==> config.mk <==
export PLATFORM = sky130hd
export DESIGN_NAME = tcc_top
export DESIGN_NICKNAME = d
export VERILOG_FILES = /design/src/verilog/tcc_pkg.sv /design/src/verilog/tcc_channel.sv /design/src/verilog/tcc_top.sv
export SDC_FILE = /design/constraint.sdc
export NUM_CORES = 1
export LEC_CHECK = 0
export BUFFER_PORTS_ARGS = -buffer_cell sky130_fd_sc_hd__buf_4
export CAP_MARGIN = 10
export CORE_ASPECT_RATIO = 0.9
export CORE_MARGIN = 1
export CORE_UTILIZATION = 51
export DETAILED_ROUTE_END_ITERATION = 6
export GPL_TIMING_DRIVEN = 0
export PLACE_DENSITY = 0.95
export RECOVER_POWER = 25
export REMOVE_ABC_BUFFERS = 1
export SLEW_MARGIN = 10
export SYNTH_ARGS = -nofsm -noshare
export SYNTH_HDL_FRONTEND = slang
export SYNTH_SLANG_ARGS = --single-unit
export TNS_END_PERCENT = 30
==> constraint.sdc <==
create_clock -name sys_clk -period 2.67 [get_ports sys_clk]
set_clock_uncertainty 0.1 [all_clocks]
set_input_delay 0.267 -clock sys_clk [delete_from_list [all_inputs] [get_ports sys_clk]]
set_output_delay 0.267 -clock sys_clk [all_outputs]
set_load 0.01 [all_outputs]
==> src/verilog/tcc_pkg.sv <==
/*
 * Constants and types for the timer compare-output control block.
 * Assumes an 8-bit I/O bus from the processor core and a timer datapath
 * on the same clock that holds the 16-bit registers themselves.
 */
`default_nettype none

package tcc_pkg;

    localparam logic [7:0] CTRL_A_ADDR  = 8'h72;
    localparam logic [7:0] R16_BASE     = 8'h74;
    localparam logic [7:0] R16_LAST     = 8'h7B;
    localparam logic [7:0] CTRL_A_RESET = 8'h00;
    localparam logic [7:0] TEMP_RESET   = 8'h00;
    localparam logic [7:0] RDATA_RESET  = 8'h00;
    localparam int         FLD_A_HI     = 7;
    localparam int         FLD_A_LO     = 6;
    localparam int         FLD_B_HI     = 5;
    localparam int         FLD_B_LO     = 4;
    localparam int         WGM_HI       = 1;
    localparam int         WGM_LO       = 0;
    localparam int         NUM_CHAN     = 2;

    localparam logic [1:0] OM_OFF    = 2'b00;
    localparam logic [1:0] OM_TOGGLE = 2'b01;
    localparam logic [1:0] OM_CLEAR  = 2'b10;
    localparam logic [1:0] OM_SET    = 2'b11;

    typedef enum logic [1:0] {SEL_CNT, SEL_CMPA, SEL_CMPB, SEL_CAP}
        tcc_sel_type;
    typedef enum logic [1:0] {WM_NONPWM, WM_FAST, WM_PHASE}
        tcc_wclass_type;

    typedef struct packed {
        logic        valid;
        tcc_sel_type sel;
        logic [15:0] data;
    } tcc_wr16_type;

    typedef struct packed {
        logic        hit;
        logic        high;
        tcc_sel_type sel;
    } tcc_dec_type;

    function automatic tcc_wclass_type wave_class(input logic [3:0] wgm);
        case (wgm)
            4'h1, 4'h2, 4'h3, 4'h8, 4'h9, 4'hA, 4'hB: wave_class = WM_PHASE;
            4'h5, 4'h6, 4'h7, 4'hE, 4'hF: wave_class = WM_FAST;
            default: wave_class = WM_NONPWM;
        endcase
    endfunction : wave_class

    function automatic tcc_dec_type reg16_decode(input logic [7:0] addr);
        logic [7:0] off;
        off = addr - R16_BASE;
        reg16_decode.hit  = (addr >= R16_BASE) && (addr <= R16_LAST);
        reg16_decode.high = off[0];
        reg16_decode.sel  = tcc_sel_type'(off[2:1]);
    endfunction : reg16_decode

endpackage : tcc_pkg

`default_nettype wire

==> src/verilog/tcc_channel.sv <==
/*
 * Next-state decode for one compare output.
 * Assumes single-cycle event pulses from the timer datapath.
 */
`timescale 1ns/1ps
`default_nettype none

module tcc_channel #(
    parameter bit IS_A = 1'b1
) (
    input  wire logic [1:0] mode_field,
    input  wire logic [3:0] wgm,
    input  wire logic       match,
    input  wire logic       eq_top,
    input  wire logic       at_bottom,
    input  wire logic       count_up,
    input  wire logic       oc_now,
    output var  logic       next_oc,
    output var  logic       connected
);

    tcc_pkg::tcc_wclass_type wcls;

    always_comb
    begin
        wcls      = tcc_pkg::wave_class(wgm);
        next_oc   = oc_now;
        connected = (mode_field != tcc_pkg::OM_OFF);
        case (wcls)
            tcc_pkg::WM_NONPWM:
            begin
                if (match)
                begin
                    case (mode_field)
                        tcc_pkg::OM_TOGGLE: next_oc = !oc_now;
                        tcc_pkg::OM_CLEAR:  next_oc = 1'b0;
                        tcc_pkg::OM_SET:    next_oc = 1'b1;
                        default:            next_oc = oc_now;
                    endcase
                end
            end
            default:
            begin
                // reserved 01 setting on channel b treated as disconnected
                if (mode_field == tcc_pkg::OM_TOGGLE)
                begin
                    connected = IS_A && wgm[3];
                    if (connected && match)
                        next_oc = !oc_now;
                end
                else if (mode_field[1] && wcls == tcc_pkg::WM_FAST)
                begin
                    if (at_bottom)
                        next_oc = (mode_field == tcc_pkg::OM_CLEAR);
                    else if (match && !eq_top)
                        next_oc = (mode_field == tcc_pkg::OM_SET);
                end
                else if (mode_field[1] && match)
                    next_oc = (mode_field == tcc_pkg::OM_SET) ~^ count_up;
            end
        endcase
    end

endmodule : tcc_channel

`default_nettype wire

==> src/verilog/tcc_top.sv <==
/*
 * Compare-output control: control register A, shared high-byte temp
 * register for 16-bit access, and the two compare output pins.
 * Assumes io_* strobes and timer events come from logic on sys_clk and
 * that the timer datapath applies wr16 loads and supplies current values.
 */
`timescale 1ns/1ps
`default_nettype none

module tcc_top (
    input  wire logic                  sys_clk,
    input  wire logic                  rstn,
    input  wire logic                  clk_en,
    input  wire logic [7:0]            io_addr,
    input  wire logic [7:0]            io_wdata,
    input  wire logic                  io_wr,
    input  wire logic                  io_rd,
    output var  logic [7:0]            io_rdata,
    output var  tcc_pkg::tcc_wr16_type wr16,
    input  wire logic [15:0]           counter_value,
    input  wire logic [15:0]           compare_value_a,
    input  wire logic [15:0]           compare_value_b,
    input  wire logic [15:0]           capture_value,
    input  wire logic [1:0]            waveform_mode_hi,
    input  wire logic [1:0]            cmp_match,
    input  wire logic [1:0]            cmp_eq_top,
    input  wire logic                  at_bottom,
    input  wire logic                  count_up,
    input  wire logic [1:0]            port_out,
    input  wire logic [1:0]            port_dir,
    output var  logic [1:0]            compare_out,
    output var  logic [1:0]            out_connected,
    output var  logic [1:0]            pin_out,
    output var  logic [1:0]            pin_oe
);

    logic [7:0]            timer_control_a;
    logic [7:0]            temp_hi;
    logic [7:0]            next_timer_control_a;
    logic [7:0]            next_temp_hi;
    logic [7:0]            next_io_rdata;
    tcc_pkg::tcc_wr16_type next_wr16;
    tcc_pkg::tcc_dec_type  dec;
    logic [15:0]           sel_value;
    logic [1:0]            chan_a_output_mode;
    logic [1:0]            chan_b_output_mode;
    logic [3:0]            waveform_mode;
    logic [1:0]            next_oc;
    logic [1:0]            next_conn;
    logic [1:0]            next_pin_out;

    assign chan_a_output_mode = timer_control_a[tcc_pkg::FLD_A_HI:
                                                tcc_pkg::FLD_A_LO];
    assign chan_b_output_mode = timer_control_a[tcc_pkg::FLD_B_HI:
                                                tcc_pkg::FLD_B_LO];
    assign waveform_mode = {waveform_mode_hi,
        timer_control_a[tcc_pkg::WGM_HI:tcc_pkg::WGM_LO]};

    // register access path
    always_comb
    begin
        dec                  = tcc_pkg::reg16_decode(io_addr);
        next_timer_control_a = timer_control_a;
        next_temp_hi         = temp_hi;
        next_io_rdata        = io_rdata;
        next_wr16            = '0;
        case (dec.sel)
            tcc_pkg::SEL_CNT:  sel_value = counter_value;
            tcc_pkg::SEL_CMPA: sel_value = compare_value_a;
            tcc_pkg::SEL_CMPB: sel_value = compare_value_b;
            default:           sel_value = capture_value;
        endcase
        if (io_wr)
        begin
            if (io_addr == tcc_pkg::CTRL_A_ADDR)
            begin
                next_timer_control_a = io_wdata & 8'hF3;
            end
            else if (dec.hit && dec.high)
            begin
                next_temp_hi = io_wdata;
            end
            else if (dec.hit)
            begin
                // temp left as is so it can seed further writes
                next_wr16.valid = 1'b1;
                next_wr16.sel   = dec.sel;
                next_wr16.data  = {temp_hi, io_wdata};
            end
        end
        else if (io_rd)
        begin
            next_io_rdata = tcc_pkg::RDATA_RESET;
            if (io_addr == tcc_pkg::CTRL_A_ADDR)
            begin
                next_io_rdata = timer_control_a & 8'hF3;
            end
            else if (dec.hit && !dec.high)
            begin
                next_io_rdata = sel_value[7:0];
                if (dec.sel == tcc_pkg::SEL_CNT ||
                    dec.sel == tcc_pkg::SEL_CAP)
                    next_temp_hi = sel_value[15:8];
            end
            else if (dec.hit)
            begin
                // compare high bytes bypass temp
                if (dec.sel == tcc_pkg::SEL_CNT ||
                    dec.sel == tcc_pkg::SEL_CAP)
                    next_io_rdata = temp_hi;
                else
                    next_io_rdata = sel_value[15:8];
            end
        end
    end

    always_ff @(posedge sys_clk or negedge rstn)
    begin
        if (!rstn)
        begin
            timer_control_a <= tcc_pkg::CTRL_A_RESET;
            temp_hi         <= tcc_pkg::TEMP_RESET;
            io_rdata        <= tcc_pkg::RDATA_RESET;
            wr16            <= '0;
        end
        else if (clk_en)
        begin
            timer_control_a <= next_timer_control_a;
            temp_hi         <= next_temp_hi;
            io_rdata        <= next_io_rdata;
            wr16            <= next_wr16;
        end
    end

    // compare output units
    genvar ch;
    generate
        for (ch = 0; ch < tcc_pkg::NUM_CHAN; ch++)
        begin : g_chan
            tcc_channel #(
                .IS_A (ch == 0)
            ) u_chan (
                .mode_field (ch == 0 ? chan_a_output_mode
                                     : chan_b_output_mode),
                .wgm        (waveform_mode),
                .match      (cmp_match[ch]),
                .eq_top     (cmp_eq_top[ch]),
                .at_bottom  (at_bottom),
                .count_up   (count_up),
                .oc_now     (compare_out[ch]),
                .next_oc    (next_oc[ch]),
                .connected  (next_conn[ch])
            );
        end
    endgenerate

    always_comb
    begin
        // pin drive also needs port_dir set, which software owns
        next_pin_out = (next_conn & next_oc)
                     | (~next_conn & port_out);
    end

    always_ff @(posedge sys_clk or negedge rstn)
    begin
        if (!rstn)
        begin
            compare_out   <= 2'b00;
            out_connected <= 2'b00;
            pin_out       <= 2'b00;
            pin_oe        <= 2'b00;
        end
        else if (clk_en)
        begin
            compare_out   <= next_oc;
            out_connected <= next_conn;
            pin_out       <= next_pin_out;
            pin_oe        <= port_dir;
        end
    end

    tcc_pkg::tcc_dec_type  chk_dec;
    tcc_pkg::tcc_wclass_type chk_cls;
    assign chk_dec = tcc_pkg::reg16_decode(io_addr);
    assign chk_cls = tcc_pkg::wave_class(waveform_mode);
endmodule : tcc_top

`default_nettype wire

* Word-level counts from Yosys, hierarchy flattened *
Memory sizes are Yosys's and may differ from the RTL's.
Index checks and enable logic that the tools add are counted.

storage, ports and cells
  bits in read-only memories = 64
  memories kept = 2
  logic and storage cells = 100
  output and inout bits = 35
  flip-flop bits (word level) = 49

cells by class
  add/sub/neg operators = 1
  bitwise operators = 8
  equal/unequal tests = 13
  order comparisons = 2
  reduce and logical (&&, ||, !) cells = 27
  mux-type cells = 37

memory list
  memory           words  bits a word  rd ports  clocked after memory_dff  wr ports  RTL line       RTL
  (no name shown)  16     2            1         0                         0         tcc_pkg.sv:47  case (wgm)
  (no name shown)  16     2            1         0                         0         tcc_pkg.sv:47

operators with widths
  operator                                                         count
  two-way mux 8 bit                                                11
  two-way mux 19 bit                                               4
  case mux 16 bit (3 select lines)                                 1
  two-way mux 1 bit                                                19
  equality test 2 bit (second input constant)                      6
  equality test 2 x 1 -> 1 bit (second input constant)             5
  logical AND 1 bit                                                10
  nonzero test 2 bit                                               5
  equality test 8 x 7 -> 1 bit (second input constant)             1
  >= comparator 8 x 7 -> 1 bit (second input constant)             1
  less-or-equal comparator 8 x 7 -> 1 bit (second input constant)  1
  zero test 2 bit                                                  3
  case mux 1 bit (3 select lines)                                  2
  AND reduction 3 bit                                              2
  AND reduction 6 bit                                              1
  zero test 1 bit                                                  5
  AND 2 bit                                                        2
  subtractor 3 bit (second input constant)                         1
  inequality test 2 x 1 -> 1 bit (second input constant)           1
  NOT 1 bit                                                        2
  NOT 2 bit                                                        1
  bitwise OR 2 bit                                                 1
  bitwise XNOR 1 bit                                               2
  logical OR 1 bit                                                 1

* Longest topological paths before layout *
  depth after elaboration = 9
  gate-level depth with buffers = 10
  depth with buffers taken out = 7

* Hierarchy *
From an unflattened synthesis, not the netlist that was laid out.

unflattened totals
  cell total of the unflattened synthesis = 307
  area total of the unflattened synthesis = 2959.1 um2

modules (own cells, without submodules)
  module                          area an instance (um2)  times used  cells an instance  seq. area each (um2)
  tcc_top                         2591.2                  1           257                1226.2
  tcc_channel (g_chan[1].u_chan)  192.7                   1           26                 0.0
  tcc_channel (g_chan[0].u_chan)  175.2                   1           24                 0.0

* Worst setup path before layout *
Ideal clock, no wire load.

  path kind = input-to-reg
  start = in io_addr[2]
  end = reg temp_hi[7]
  setup time = 0.119 ns
  path slack = 0.726 ns
  arrival time = 1.725 ns
  cell stages on the path = 10
  cell sequence = inv_1 ha_1 buf_6 nor4bb_1 a21oi_1 or3_1 buf_6 buf_6 nand2_1 o21ai_2

on the way
  word-level cells in the longest chain between the ends = 8
  elaborated cells between the ends (all ways) = 23
  classes of those cells = add/sub: 1; order compare: 2; eq/ne: 5; mux: 6; bitwise: 1; reduce/logical: 8

ends and longest elaborated chain
  element                                      RTL line        RTL
  start, declared                              tcc_top.sv:14   input wire logic [7:0] io_addr,
  subtractor 3 bit                             -
  equality test 2 bit (tied with other cells)  tcc_top.sv:67   case (dec.sel)
  case mux 16 bit (3 select lines)             tcc_top.sv:67
  two-way mux 8 bit                            tcc_top.sv:101  if (dec.sel == tcc_pkg::SEL_CNT ||
  two-way mux 8 bit                            tcc_top.sv:98   else if (dec.hit && !dec.high)
  two-way mux 8 bit                            tcc_top.sv:94   if (io_addr == tcc_pkg::CTRL_A_ADDR)
  two-way mux 8 bit                            tcc_top.sv:91   else if (io_rd)
  two-way mux 8 bit                            tcc_top.sv:73   if (io_wr)
  end signal, assigned                         tcc_top.sv:122  temp_hi <= tcc_pkg::TEMP_RESET;
  end signal, assigned                         tcc_top.sv:129  temp_hi <= next_temp_hi;
  end, declared                                tcc_top.sv:38   logic [7:0] temp_hi;

Parallel ways exist; a longest one is shown, timed or not. The select of a mux whose other input is x is not followed.
A chain may end at the register's enable or synchronous reset.

* Worst setup path in the final report *
  start = in io_addr[2]
  end = reg temp_hi[3]

Same word-level chain as after synthesis.

==> impl_metrics.ini <==
[logic_synthesis]
synth.most_common_cell = dfrtp_1
syn-cell-area_sq_um = 2950
ys_ff_latch = 49
yosys.area.top_type = dfrtp_1
ys_warn_count = 0
async_reset_ff_share_pct = 100
ys_seq_area_share_pct = 41.6
avgSynthCellArea_sq_um = 9.69
synthesis.instances = 304
synth_edf_count = 0
synth_area_leaders = dfrtp_1, mux2i_1, a22o_1, nand3_1, nand2_1
yosys.cell_types.count = 50
yosysTopAreaCellShare_pct = 41.6
synth_common_cells = dfrtp_1, mux2i_1, nand2_1
synth_flop_cell = dfrtp_1

[grt]
grt_pass1_vias = 2849
grt_use_total_pct = 30.6
grt_pass1_wl_mm = 13.8
grt_max_degree = 50
grt_antenna_before_repair = 0
overflow = 0

[setup_path]
arrival_ps = 2280
endpoint_kind = flop
crit_path_start_kind = input pin
crit_chain = buf_4, inv_1, ha_1, nor4bb_1, a21oi_1, or3_1, nand2_1, o21ai_1
crit_buf_inv = 2
path_delay_family = simple AND/OR/NAND/NOR gates
critPathKind = input pin to flop
crit_fanout = 16
worst_path_largest_cell_delay_ps = 600
required_ps = 2750
cp_slowest_cell = ha_1
rrSetupSlack_ps = 740

[power_and_ir_drop]
power.static_leakage_nw = 2.05
vdd_drop_max_uv = 307
p_per_area_nw_per_um2 = 438

[outcome]
violations = design-rule violations
status = finished with violations

[die]
io_pins = 132
fp.coreArea_sq_um = 5410
initial_core_util_pct = 54.4
die_area_sq_um = 6080
die_x_microns = 82.1
rows = 25
die_h_microns = 74.1

[timing]
fmax_mhz = 454
finalCriticalPeriod_ps = 2200
setup_viol = 0
report.final.slew_viol_count = 0
worst_pin_slew_ps = 1210
tns_ps = 0
relSlewSlack_pct = 19.4
hold_viol = 0
grt_setup_unrepaired = no
post-route-period-util_pct = 82.5

[final_layout]
drive_gt1_share_pct = 36.1
num_antenna_cells = 0
area_growth_syn_to_layout_pct = 36.1
post-route-util_pct = 74.1
final_net_count = 521

[clocking]
post_cts_buffers = 0
cts.path.max_buffers = 2
clockRootBuffer = clkbuf_8
tritoncts = done
cts_resized = 0
cts-hold-fix-buffers = 1
h-tree-depth = 2
clk_latency_ps = 300
clk_pin_slew_worst_paths_ps = 90
clock_sinks = 49
cts_buffers = 5

[flow_run]
cap_viol_max_count = 0

[detailed_routing]
vias = 2926
dr.pass1.iters = 7
wl_per_cell_microns = 18.1
drtIter0Drc = 291
ant_nets = 0
drt_wl_total_mm = 8.82
drc = 3
via_per_inst = 6.00

[worst_hold_path]
min_path_type = input pin to flop

[placed_design]
port_buffers = 131
finalWeightedCongestion = 0.861
dp_hpwl_mm = 6.76
-- layer usage --
metal  track usage, %  vias up  wire, microns
met1             37.9     1390           3440
met5                0        -              0
met3             5.28       24            573
li1                 -     1362              -
met2             53.9      150           4630
met4             10.3        0            176
-- cell type report --
cell class | count | area (sq um)
tap | 67 | 83.8
fill | 385 | 1400
inverter | 20 | 75.1
multi-input combinational | 211 | 1510
sequential | 49 | 1230
clock inverter | 2 | 38.8
clock buffer | 6 | 72.6
timing repair buffer | 133 | 1000
-- state kept, by name (all words and copies together) (netlist names) --
signal / cells
out_connected: 2
wr16: 19
pin_out: 2
io_rdata: 8
pin_oe: 2
compare_out: 2
timer_control_a: 6
temp_hi: 8
-- power breakdown --
part	switching (mW)	internal, mW	total, mW
registers	0.0410	0.775	0.816
logic	0.194	0.207	0.401
clock network	0.257	0.282	0.539
-- logic make-up after synthesis --
| group | count (synthesis) | share of synthesized area (%) |
|---|---|---|
| xor+xnor | 3 | 0.892 |
| buf+inv | 44 | 7.09 |
| flops | 49 | 41.6 |
| compound gates | 89 | 22.8 |
| fa+ha+maj | 4 | 1.70 |
| simple gates | 82 | 14.4 |
| mux | 33 | 11.5 |
-- per-stage QoR --
step / setup WS [ps] / cell area [sq um] / hold WS [ps] / power [mW] / cells
floorplan: 578 / 2810 / -129 / 0.996 / 280
global placement: 246 / 3880 / 212 / 1.20 / 478
detailed placement: 162 / 3880 / 222 / 1.22 / 478
CTS: 486 / 4000 / 83.0 / 1.76 / 487
global route: 339 / 4010 / 80.7 / 1.83 / 488
finish: 468 / 4010 / 85.6 / 1.76 / 488
-- worst paths after layout --
check,from,endpoint,depth (start not counted)
setup reg to reg,timer_control_a[6]$_DFFE_PN0P_,pin_out[0]$_DFFE_PN0P_,5
max in group asynchronous,rstn,wr16[0]$_DFFE_PN0P_,2
hold / removal,io_wdata[2],wr16[2]$_DFFE_PN0P_,2
hold reg to reg,io_rdata[7]$_DFFE_PN0P_,io_rdata[7]$_DFFE_PN0P_,2
min in group asynchronous,rstn,out_connected[1]$_DFFE_PN0P_,2
setup / recovery,io_addr[2],temp_hi[3]$_DFFE_PN0P_,8
-- cells in the final DEF (no fill, tap or decap), types with 2 or more instances in the layout --
cell	n
buf_4	130
dfrtp_1	49
nand2_1	27
mux2i_1	27
nand3_1	21
inv_1	20
a22o_1	18
o21ai_0	12
nor2_1	10
a222oi_1	10
a21oi_1	9
a22oi_1	7
mux2_2	6
a211o_1	6
o21ai_1	6
nand2b_1	5
clkbuf_8	5
a21o_1	4
a211oi_1	4
ha_1	4
and4b_1	3
nand4b_1	3
or3_1	2
o21ai_2	2
nor2b_1	2
xnor2_1	2
o221ai_1	2
Note: power is estimated with default switching activity, not from simulation.
